==> config.mk <==
export PLATFORM = sky130hd
export DESIGN_NAME = bps_scheduler
export DESIGN_NICKNAME = d
export VERILOG_FILES = /design/src/bps_pkg.sv /design/src/bps_scheduler.sv /design/src/bps_remote_track.sv /design/src/bps_test_timer.sv
export SDC_FILE = /design/constraint.sdc
export NUM_CORES = 1
export LEC_CHECK = 0
export ABC_CLOCK_PERIOD_IN_PS = 2340
export BUFFER_PORTS_ARGS = -buffer_cell sky130_fd_sc_hd__buf_4
export CAP_MARGIN = 10
export CORE_ASPECT_RATIO = 0.6
export CORE_MARGIN = 3
export CORE_UTILIZATION = 40
export DETAILED_ROUTE_END_ITERATION = 8
export SETUP_SLACK_MARGIN = 0.15
export SLEW_MARGIN = 0
export SYNTH_ARGS = -nofsm -noshare
export SYNTH_HDL_FRONTEND = slang
export SYNTH_SLANG_ARGS = --single-unit
export TNS_END_PERCENT = 1
==> constraint.sdc <==
create_clock -name sys_clk -period 2.34 [get_ports sys_clk]
set_input_delay 0.468 -clock sys_clk [delete_from_list [all_inputs] [get_ports sys_clk]]
set_output_delay 0.468 -clock sys_clk [all_outputs]
set_load 0.05 [all_outputs]
==> src/bps_pkg.sv <==
// Constants, register map and state type for the base poll scheduler
package bps_pkg;

    ////////////////////////////////////////////////////////////////////////
    // Clock and sizes
    localparam int unsigned CLK_NS  = 8;   // 125 MHz system clock period
    localparam int unsigned NUM_REM = 8;   // Remote stations served
    localparam int unsigned ID_W    = 3;   // Remote index width
    localparam int unsigned LVL_W   = 7;   // Skip level field width
    localparam int unsigned MIN_W   = 7;   // Test minutes field width
    localparam int unsigned CNT_W   = 9;   // Window and slot counter width

    ////////////////////////////////////////////////////////////////////////
    // Register byte addresses
    localparam logic [7:0] A_NEW   = 8'h00; // Pending settings, read/write
    localparam logic [7:0] A_CUR   = 8'h04; // Running settings, read only
    localparam logic [7:0] A_FLASH = 8'h08; // Stored settings, read only
    localparam logic [7:0] A_CMD   = 8'h0c; // Commands, write only
    localparam logic [7:0] A_STAT  = 8'h10; // Status, read only

    ////////////////////////////////////////////////////////////////////////
    // Field positions
    localparam int unsigned F_BASE    = 0;  // 1: unit is the base station
    localparam int unsigned F_SYM     = 1;  // 1: symmetric scheduling
    localparam int unsigned F_LVL     = 8;  // Skip level, low bit
    localparam int unsigned F_MIN     = 16; // Test minutes, low bit
    localparam int unsigned C_REBOOT  = 0;  // Command: apply pending set
    localparam int unsigned C_SAVE    = 1;  // Command: store running set
    localparam int unsigned S_TEST    = 0;  // Status: test period running
    localparam int unsigned S_BSLOT   = 1;  // Status: base slot in progress
    localparam int unsigned S_IDLE    = 8;  // Status: idle map, low bit

    ////////////////////////////////////////////////////////////////////////
    // Reset values and legal ranges
    localparam logic             RST_BASE = 1'b0;  // Remote unit by default
    localparam logic             RST_SYM  = 1'b0;  // Asymmetric by default
    localparam logic [LVL_W-1:0] RST_LVL  = 7'h01;
    localparam logic [MIN_W-1:0] RST_MIN  = 7'h1e;
    localparam logic [LVL_W-1:0] LVL_LO   = 7'h01;
    localparam logic [LVL_W-1:0] LVL_HI   = 7'h64;
    localparam logic [MIN_W-1:0] MIN_LO   = 7'h01;
    localparam logic [MIN_W-1:0] MIN_HI   = 7'h78;
    localparam logic [31:0]      RST_CFG  =
        {9'h000, RST_MIN, 1'b0, RST_LVL, 6'h00, RST_SYM, RST_BASE};

    ////////////////////////////////////////////////////////////////////////
    // Timing
    localparam int unsigned RESP_WIN_NS   = 4000; // Longest poll wait
    localparam int unsigned BASE_SLOT_NS  = 2000; // Least base slot
    localparam logic [CNT_W-1:0] RESP_LAST =
        CNT_W'(RESP_WIN_NS / CLK_NS - 1);
    localparam logic [CNT_W-1:0] BSLOT_LAST =
        CNT_W'((BASE_SLOT_NS + CLK_NS - 1) / CLK_NS - 1);
    localparam longint unsigned MINUTE_NS = 64'd60_000_000_000;
    localparam longint unsigned MIN_CYC   = MINUTE_NS / CLK_NS;

    ////////////////////////////////////////////////////////////////////////
    // Scheduler states
    typedef enum logic [1:0] {
        ST_OFF  = 2'b00,  // Not a base station, no polling
        ST_PICK = 2'b01,  // Choose next remote
        ST_WAIT = 2'b10,  // Poll sent, response window open
        ST_BASE = 2'b11   // Base station transmit slot
    } bps_state_t;

endpackage

==> src/bps_scheduler.sv <==
// Base station poll scheduler with staged configuration
//
// Operation
// - Asymmetric: base slot after every remote slot
// - Symmetric: one base slot per polling cycle
// - Defaults select asymmetric scheduling
// - No answer within window marks remote idle
// - Idle remote skipped for level minus one polling rounds
// - Skip level accepts 1 to 100, default 1
// - Active/idle tracked per remote automatically
// - Scheduling settings only act on base
// - Pending set applied on reboot, test timed
// - Save copies running set to storage
// - Three copies: pending, running, stored
module bps_scheduler #(
    parameter longint unsigned TEST_MIN_CYC = bps_pkg::MIN_CYC
) (
    input  wire logic                     sys_clk,
    input  wire logic                     rst,
    input  wire logic [7:0]               addr,
    input  wire logic [31:0]              wr_data,
    input  wire logic                     wr_en,
    input  wire logic                     rd_en,
    output logic [31:0]                   rd_data_q,
    output logic                          poll_q,
    output logic [bps_pkg::ID_W-1:0]      poll_id_q,
    input  wire logic                     resp_valid,
    input  wire logic [bps_pkg::ID_W-1:0] resp_id,
    output logic                          base_slot_q,
    output logic                          test_active_q
);

    ////////////////////////////////////////////////////////////////////////
    // Declarations
    logic [31:0]                new_q;       // Pending settings
    logic [31:0]                cur_q;       // Running settings
    logic [31:0]                flash_q;     // Stored settings
    logic                       wr_new;      // Write to pending word
    logic                       wr_cmd;      // Write to command word
    logic                       reboot;      // Apply pending settings
    logic                       save;        // Store running settings
    logic                       expire;      // Test period ran out
    logic                       sched_clr;   // Running settings changed
    logic [bps_pkg::LVL_W-1:0]  wr_lvl;      // Level being written
    logic [bps_pkg::MIN_W-1:0]  wr_min;      // Minutes being written
    logic                       cur_base;    // Running as base station
    logic                       cur_sym;     // Running symmetric
    logic [bps_pkg::LVL_W-1:0]  cur_lvl;     // Running skip level
    bps_pkg::bps_state_t        st_q;        // Scheduler state
    logic [bps_pkg::ID_W-1:0]   ptr_q;       // Remote under service
    logic [bps_pkg::CNT_W-1:0]  win_q;       // Window or slot counter
    logic                       round_tick_q;// Polling round finished
    logic                       resp_hit;    // Expected answer arrived
    logic                       timeout;     // Window closed unanswered
    logic                       last;        // Pointer at final remote
    logic                       slot_end;    // Remote slot finishing
    logic [bps_pkg::NUM_REM-1:0] idle_vec;   // Idle flag per remote
    logic [bps_pkg::NUM_REM-1:0] elig_vec;   // May be polled this round

    ////////////////////////////////////////////////////////////////////////
    // Bus decode
    assign wr_new = wr_en && addr == bps_pkg::A_NEW;
    assign wr_cmd = wr_en && addr == bps_pkg::A_CMD;
    assign reboot = wr_cmd && wr_data[bps_pkg::C_REBOOT];
    assign save   = wr_cmd && wr_data[bps_pkg::C_SAVE];
    assign wr_lvl = wr_data[bps_pkg::F_LVL +: bps_pkg::LVL_W];
    assign wr_min = wr_data[bps_pkg::F_MIN +: bps_pkg::MIN_W];

    // Any change of the running set restarts polling from scratch
    assign sched_clr = reboot || expire;

    // Running fields
    assign cur_base = cur_q[bps_pkg::F_BASE];
    assign cur_sym  = cur_q[bps_pkg::F_SYM];
    assign cur_lvl  = cur_q[bps_pkg::F_LVL +: bps_pkg::LVL_W];

    ////////////////////////////////////////////////////////////////////////
    // Pending settings; out-of-range numbers leave the old field alone
    always_ff @(posedge sys_clk) begin
        if (rst) begin
            new_q <= bps_pkg::RST_CFG;
        end else if (wr_new) begin
            new_q[bps_pkg::F_BASE] <= wr_data[bps_pkg::F_BASE];
            new_q[bps_pkg::F_SYM]  <= wr_data[bps_pkg::F_SYM];
            // Level range 1..100
            if (wr_lvl >= bps_pkg::LVL_LO && wr_lvl <= bps_pkg::LVL_HI) begin
                new_q[bps_pkg::F_LVL +: bps_pkg::LVL_W] <= wr_lvl;
            end
            // Test minutes range 1..120
            if (wr_min >= bps_pkg::MIN_LO && wr_min <= bps_pkg::MIN_HI) begin
                new_q[bps_pkg::F_MIN +: bps_pkg::MIN_W] <= wr_min;
            end
        end
    end

    // Running settings: reboot takes pending, expiry takes stored
    always_ff @(posedge sys_clk) begin
        if (rst) begin
            cur_q <= bps_pkg::RST_CFG;
        end else if (reboot) begin
            cur_q <= new_q;
        end else if (expire) begin
            cur_q <= flash_q;
        end
    end

    // Stored settings; flops stand in for non-volatile memory, so a
    // reset here returns the factory set, unlike real flash
    always_ff @(posedge sys_clk) begin
        if (rst) begin
            flash_q <= bps_pkg::RST_CFG;
        end else if (save) begin
            flash_q <= cur_q;
        end
    end

    ////////////////////////////////////////////////////////////////////////
    // Test period timer; a save ends the test and keeps the running set
    bps_test_timer #(
        .MIN_CYC (TEST_MIN_CYC)
    ) u_timer (
        .sys_clk  (sys_clk),
        .rst      (rst),
        .start    (reboot),
        .stop     (save),
        .minutes  (new_q[bps_pkg::F_MIN +: bps_pkg::MIN_W]),
        .active_q (test_active_q),
        .expire_q (expire)
    );

    ////////////////////////////////////////////////////////////////////////
    // Slot bookkeeping
    assign resp_hit = st_q == bps_pkg::ST_WAIT && resp_valid && resp_id == ptr_q;
    assign timeout  = st_q == bps_pkg::ST_WAIT && !resp_hit &&
                      win_q == bps_pkg::RESP_LAST;
    assign last     = ptr_q == 3'(bps_pkg::NUM_REM - 1);
    assign slot_end = resp_hit || timeout;

    // One tracker per remote
    for (genvar g = 0; g < bps_pkg::NUM_REM; g++) begin : g_trk
        bps_remote_track u_trk (
            .sys_clk    (sys_clk),
            .rst        (rst),
            .clear      (sched_clr),
            .round_tick (round_tick_q),
            .level      (cur_lvl),
            .mark_idle  (timeout && ptr_q == 3'(g)),
            .mark_act   (resp_hit && ptr_q == 3'(g)),
            .idle_q     (idle_vec[g]),
            .eligible   (elig_vec[g])
        );
    end

    ////////////////////////////////////////////////////////////////////////
    // Scheduler state machine
    always_ff @(posedge sys_clk) begin
        if (rst) begin
            st_q         <= bps_pkg::ST_OFF;
            ptr_q        <= '0;
            win_q        <= '0;
            poll_q       <= 1'b0;
            poll_id_q    <= '0;
            base_slot_q  <= 1'b0;
            round_tick_q <= 1'b0;
        end else begin
            poll_q       <= 1'b0;
            round_tick_q <= 1'b0;
            if (sched_clr) begin
                // New running set: start a fresh polling cycle
                st_q        <= bps_pkg::ST_OFF;
                ptr_q       <= '0;
                win_q       <= '0;
                base_slot_q <= 1'b0;
            end else begin
                unique case (st_q)
                    // Remote units never poll
                    bps_pkg::ST_OFF: begin
                        if (cur_base) begin
                            st_q <= bps_pkg::ST_PICK;
                        end
                    end
                    // Poll the remote or pass over it
                    bps_pkg::ST_PICK: begin
                        if (!cur_base) begin
                            st_q <= bps_pkg::ST_OFF;
                        end else if (elig_vec[ptr_q]) begin
                            poll_q    <= 1'b1;
                            poll_id_q <= ptr_q;
                            win_q     <= '0;
                            st_q      <= bps_pkg::ST_WAIT;
                        end else begin
                            ptr_q        <= ptr_q + 3'h1;
                            round_tick_q <= last;
                            // Skipped remotes get no slot, but a symmetric
                            // cycle still ends with the base slot
                            if (last && cur_sym) begin
                                st_q        <= bps_pkg::ST_BASE;
                                base_slot_q <= 1'b1;
                                win_q       <= '0;
                            end
                        end
                    end
                    // Response window
                    bps_pkg::ST_WAIT: begin
                        if (slot_end) begin
                            ptr_q        <= ptr_q + 3'h1;
                            round_tick_q <= last;
                            if (!cur_sym || last) begin
                                st_q        <= bps_pkg::ST_BASE;
                                base_slot_q <= 1'b1;
                                win_q       <= '0;
                            end else begin
                                st_q <= bps_pkg::ST_PICK;
                            end
                        end else begin
                            win_q <= win_q + 9'h001;
                        end
                    end
                    // Base transmit slot of fixed length
                    bps_pkg::ST_BASE: begin
                        if (win_q == bps_pkg::BSLOT_LAST) begin
                            base_slot_q <= 1'b0;
                            st_q        <= bps_pkg::ST_PICK;
                        end else begin
                            win_q <= win_q + 9'h001;
                        end
                    end
                endcase
            end
        end
    end

    ////////////////////////////////////////////////////////////////////////
    // Register read; unmapped and write-only words read as zero
    always_ff @(posedge sys_clk) begin
        if (rst) begin
            rd_data_q <= '0;
        end else begin
            rd_data_q <= '0;
            if (rd_en) begin
                case (addr)
                    bps_pkg::A_NEW:   rd_data_q <= new_q;
                    bps_pkg::A_CUR:   rd_data_q <= cur_q;
                    bps_pkg::A_FLASH: rd_data_q <= flash_q;
                    bps_pkg::A_STAT: begin
                        rd_data_q[bps_pkg::S_TEST]  <= test_active_q;
                        rd_data_q[bps_pkg::S_BSLOT] <= base_slot_q;
                        rd_data_q[bps_pkg::S_IDLE +: bps_pkg::NUM_REM] <= idle_vec;
                    end
                    default:          rd_data_q <= '0;
                endcase
            end
        end
    end

    ////////////////////////////////////////////////////////////////////////
    // Assertions
    localparam int RESP_WIN_LIM = 500;

    asym_base_slot_a: assert property (@(posedge sys_clk) disable iff (rst)
        slot_end && !cur_sym && !sched_clr |=> base_slot_q && st_q == bps_pkg::ST_BASE)
        else $error("Base slot missing after remote slot");

    sym_no_base_a: assert property (@(posedge sys_clk) disable iff (rst)
        slot_end && cur_sym && !last && !sched_clr |=> !base_slot_q)
        else $error("Extra base slot inside symmetric cycle");

    default_asym_a: assert property (@(posedge sys_clk) disable iff (rst)
        $fell(rst) |-> !cur_q[bps_pkg::F_SYM] && !new_q[bps_pkg::F_SYM])
        else $error("Symmetric selected after reset");

    resp_window_a: assert property (@(posedge sys_clk) disable iff (rst)
        poll_q |-> ##[1:RESP_WIN_LIM] st_q != bps_pkg::ST_WAIT)
        else $error("Response window not bounded");

    idle_mark_a: assert property (@(posedge sys_clk) disable iff (rst)
        timeout && !sched_clr |=> idle_vec[$past(ptr_q)])
        else $error("Silent remote not marked idle");

    idle_skip_a: assert property (@(posedge sys_clk) disable iff (rst)
        st_q == bps_pkg::ST_PICK && cur_base && !elig_vec[ptr_q] && !sched_clr
        |=> !poll_q && ptr_q != $past(ptr_q))
        else $error("Idle remote polled during skip");

    level_range_a: assert property (@(posedge sys_clk) disable iff (rst)
        cur_lvl >= bps_pkg::LVL_LO && cur_lvl <= bps_pkg::LVL_HI &&
        new_q[bps_pkg::F_LVL +: bps_pkg::LVL_W] >= bps_pkg::LVL_LO &&
        new_q[bps_pkg::F_LVL +: bps_pkg::LVL_W] <= bps_pkg::LVL_HI)
        else $error("Skip level out of range");

    reactivate_a: assert property (@(posedge sys_clk) disable iff (rst)
        resp_hit && !sched_clr |=> !idle_vec[$past(ptr_q)])
        else $error("Answering remote left idle");

    remote_quiet_a: assert property (@(posedge sys_clk) disable iff (rst)
        !cur_base |-> !poll_q && !base_slot_q && st_q == bps_pkg::ST_OFF)
        else $error("Remote unit is scheduling");

    reboot_apply_a: assert property (@(posedge sys_clk) disable iff (rst)
        reboot |=> cur_q == $past(new_q) && test_active_q)
        else $error("Reboot did not apply pending set");

    save_store_a: assert property (@(posedge sys_clk) disable iff (rst)
        save && !reboot |=> flash_q == $past(cur_q) && !test_active_q)
        else $error("Save did not store running set");

    revert_a: assert property (@(posedge sys_clk) disable iff (rst)
        expire && !reboot |=> cur_q == $past(flash_q))
        else $error("Expiry did not revert settings");

    // Main scenarios
    asym_slot_c: cover property (@(posedge sys_clk) disable iff (rst)
        resp_hit && !cur_sym ##1 base_slot_q);
    sym_cycle_c: cover property (@(posedge sys_clk) disable iff (rst)
        slot_end && cur_sym && last ##1 base_slot_q);
    idle_back_c: cover property (@(posedge sys_clk) disable iff (rst)
        timeout ##[1:1000] resp_hit);
    revert_c: cover property (@(posedge sys_clk) disable iff (rst)
        expire);

endmodule

==> src/bps_remote_track.sv <==
// Per-remote active/idle tracker with skip round counter
module bps_remote_track (
    input  wire logic                     sys_clk,
    input  wire logic                     rst,
    input  wire logic                     clear,      // Restart, all active
    input  wire logic                     round_tick, // End of polling round
    input  wire logic [bps_pkg::LVL_W-1:0] level,     // Round ends until repoll
    input  wire logic                     mark_idle,  // No answer in window
    input  wire logic                     mark_act,   // Answer in window
    output logic                          idle_q,
    output logic                          eligible
);

    logic [bps_pkg::LVL_W-1:0] skip_q;  // Rounds still to skip

    // Idle flag and skip count; a verdict beats a round tick
    always_ff @(posedge sys_clk) begin
        if (rst || clear) begin
            idle_q <= 1'b0;
            skip_q <= '0;
        end else if (mark_idle) begin
            idle_q <= 1'b1;
            skip_q <= level;
        end else if (mark_act) begin
            idle_q <= 1'b0;
            skip_q <= '0;
        end else if (round_tick && idle_q && skip_q != '0) begin
            skip_q <= skip_q - 7'h01;
        end
    end

    // Idle remotes come back for one poll once the count runs out
    assign eligible = !idle_q || skip_q == '0;

endmodule

==> src/bps_test_timer.sv <==
// Test period timer counting whole minutes after a reboot
module bps_test_timer #(
    parameter longint unsigned MIN_CYC = bps_pkg::MIN_CYC
) (
    input  wire logic                      sys_clk,
    input  wire logic                      rst,
    input  wire logic                      start,   // Reboot applied
    input  wire logic                      stop,    // Running set saved
    input  wire logic [bps_pkg::MIN_W-1:0] minutes, // Test length
    output logic                           active_q,
    output logic                           expire_q // One-cycle pulse
);

    logic [32:0]               pre_q;  // Cycles within the minute
    logic [bps_pkg::MIN_W-1:0] left_q; // Minutes remaining
    logic                      last_cyc;

    // Last cycle of the last minute
    assign last_cyc = active_q && pre_q == 33'(MIN_CYC - 1) && left_q == 7'h01;

    // Minute prescaler and countdown; a restart wins over everything but reset
    always_ff @(posedge sys_clk) begin
        if (rst) begin
            active_q <= 1'b0;
            pre_q    <= '0;
            left_q   <= '0;
        end else if (start) begin
            active_q <= 1'b1;
            pre_q    <= '0;
            left_q   <= minutes;
        end else if (stop || last_cyc) begin
            active_q <= 1'b0;
            pre_q    <= '0;
        end else if (active_q) begin
            if (pre_q == 33'(MIN_CYC - 1)) begin
                pre_q  <= '0;
                left_q <= left_q - 7'h01;
            end else begin
                pre_q <= pre_q + 33'h1;
            end
        end
    end

    // Expiry pulse, suppressed by a same-cycle save or restart
    always_ff @(posedge sys_clk) begin
        if (rst) begin
            expire_q <= 1'b0;
        end else begin
            expire_q <= last_cyc && !start && !stop;
        end
    end

endmodule

==> run metrics <==
status finished with violations; violated checks setup timing; WP data arrival 2.78 ns; TritonCTS clock tree done; first-pass GRT wire length 56.2 mm; nets 1646; Worst Tran Pin Value 0.921 ns; TNS Setup -0.0200 ns; Post-Syn Area 11400 um2; Vias/cell 5.64; Critical Path RT 2.76 ns; Yosys top cell by area dfxtp_1; Pre-antenna DRT Iters 5; Top FF cell, synth dfxtp_1; die area 30700 um2; placed inst area 13600 um2; Max FO, Critical Path 4; Clk pwr share 47.5%; worst hold path class in -> reg; post-DP HPWL 25.0 mm; DRC viols 0; Initial DRC Count 1038; initial antenna violation count 0; cell mode on critical path buf_4; post-route worst setup slack -0.0187 ns; Final Cycle Share 101%; Setup Skew 0.00964 ns; core area 27900 um2; via count 11000; WP depth 8; CP max stage delay 0.38 ns; pre-CTS setup slack -0.217 ns; fin area 14900 um2; R2R depth 8; Hold Fails Final Rpt 0; Die Span X 224 um; Critical-path top delay cell nor4_4; Worst Path Class, Setup reg -> reg; number of global-route vias before repair 10400; clock transition at the registers of the reported paths 0.07 ns; sequential share of power 47.7%; RSZ-0062 raised after global routing true; final setup fails 2; Yosys cell types 85; WP buf/inv 2; flops & latches, synth 238; Worst Min Path Start wr_data[8]; fmax 424 MHz; synth warn 0; top cell type's share of synthesized area 41.6%; share of final-layout standard cells stronger than drive strength 1 25.4%; port bufs 69; LEAKAGE 0.00562 uW; Pins Over Slew Limit 0; Die Y 137 um; gr usage total 22.7%; P_int 6610 uW; pin count of the biggest net entering global routing 32; max_cap viols 0; Post-synth EDFFs 0; Cell Chain, Critical Path nor4_4, a31oi_2, a311o_1, o31a_1, buf_4, buf_4, o31ai_2, a21oi_1; fill count 2634; sequential-to-total area share from yosys stat 41.6%; clock root buffer clkbuf_16; Final Hold Slack 0.160 ns; Avg Cell Area, Syn 8.44 um2; Psw 1940 uW; placer's final routability congestion estimate 0.917; Mapped Cells 1355; switching share of power 22.7%; Async S/R FF share, synth 0%; FF-to-FF Start g_trk[2].u_trk.skip_q[2]; GR Overflow Total 0; wire per inst 17.8 um; # clock sinks 238; Slew headroom 38.5%; crit path time final 2.36 ns; utilization after layout 53.5%; number of core rows 47; final wirelength 34.9 mm; n_diodes 0; Starting Density 41.0%; startpoint types register; crit path launch g_trk[2].u_trk.skip_q[2]; I/O pin total 86; Max VDD drop 544 uV; Worst-Skew Late Latency 0.53 ns; Synthesized Nets 1427; part of the power in combinational logic 4.8%; CP Capture Type register; ranking of synthesized cells by area dfxtp_1 (42%), a21oi_1 (5.4%), nor2_1 (5.2%), nand2_1 (4.8%), mux2i_1 (4.2%); P per Cell Area 574 nW/um2; CTS max path bufs 3; Final ANT Viol Nets 0; hold depth 3; H-Tree Depth 1; delay-heaviest family, CP compound AO/OA/AOI/OAI gates; TritonCTS Buffers 24; Area Overhead vs Synth 30.3%; most common cell in the synthesized netlist dfxtp_1; Synth top cells by count dfxtp_1 (238), nor2_1 (160), nand2_1 (147), a21oi_1 (123), a22oi_1 (52)
logic make-up after synthesis:
group | count (synthesis) | synth area share, %
DFF | 238 | 41.6
adders and majority gates | 24 | 2.62
muxes | 48 | 4.20
AOI/OAI and AO/OA | 340 | 20.1
buffers and inverters | 117 | 4.31
xor gates and xnor gates | 45 | 3.44
and+or+nand+nor | 543 | 23.7
worst reg2reg max path, cell delays in order (launching register included):
cell and delay, ns:
dfxtp_2 0.33, nor4_4 0.38, a31oi_2 0.17, a311o_1 0.38
o31a_1 0.37, buf_4 0.17, buf_4 0.13, o31ai_2 0.24
a21oi_1 0.09
layout by cell type (no fill, tap or decap), drive strengths merged, types with 8 or more instances in the layout:
master	instances
nand2	148
a211oi	32
o211ai	10
nand4	14
clkbuf	31
inv	42
a21o	14
a31oi	19
dfxtp	238
nor4	16
nand3	52
mux2i	48
a22oi	52
a221oi	8
nand2b	10
nor3	51
xnor2	12
ha	24
buf	267
nor2	161
xor2	33
a32oi	9
a21oi	124
and3	14
and4	10
o21ai	18
nor3b	14
a32o	9
stage by stage:
stage / instances / total power, uW
after floorplan: 1355 / 4360
after global placement: 1903 / 4550
after detailed placement: 1903 / 4560
after CTS: 1954 / 8630
after global routing: 1958 / 8830
final: 1958 / 8550
power by group through the flow:
stage | sequential (uW) | combinational (uW) | clock [uW]
detailed placement | 4170 | 390 | 0
finish | 4080 | 411 | 4060
global placement | 4170 | 386 | 0
global route | 4080 | 441 | 4310
CTS | 4080 | 402 | 4150
floorplan | 4170 | 192 | 0
cell type report:
class                   count  area [um2]  share of cell area, %
multi-input cells        1000        6540                   43.9
repair buffers            267        2140                   14.4
inverters                  43         161                   1.08
well taps                 367         459                   3.08
clock inverters            12         146                  0.982
clock buffers              31         678                   4.55
flip-flops and latches    238        4780                   32.1
per-layer routing:
metal / track usage [%] / routed length, um / vias up
met1: 34.6 / 17700 / 5316
met3: 4.78 / 2660 / 44
met5: 0 / 0 / -
li1: - / - / 5365
met4: 4.72 / 615 / 0
met2: 32.5 / 14000 / 322
worst paths after layout:
| check | to | slack (ns) |
|---|---|---|
| setup / recovery | win_q[8] | -0.02 |
| hold / removal | new_q[8] | 0.16 |
| setup reg to reg | win_q[8] | -0.02 |
| hold reg to reg | poll_id_q[1] | 0.46 |
repair_timing:
action / in CTS / in global routing
buffers inserted: 8 / 4
hold endpoints to repair: 0 / 0
setup endpoints to repair: 70 / 78
hold buffers: 0 / 0
resized for setup: 54 / 31
pin swaps: 34 / 16
state kept, by name, indices dropped and copies added, names as in the netlist, 2 cells and up:
name and cells:
cur_q 32, flash_q 32, g_trk.u_trk.idle_q 8, g_trk.u_trk.skip_q 56, new_q 16, poll_id_q 3, ptr_q 3, rd_data_q 32
st_q 2, u_timer.left_q 7, u_timer.pre_q 33, win_q 9
No activity file was read; power rests on OpenSTA's default activity.
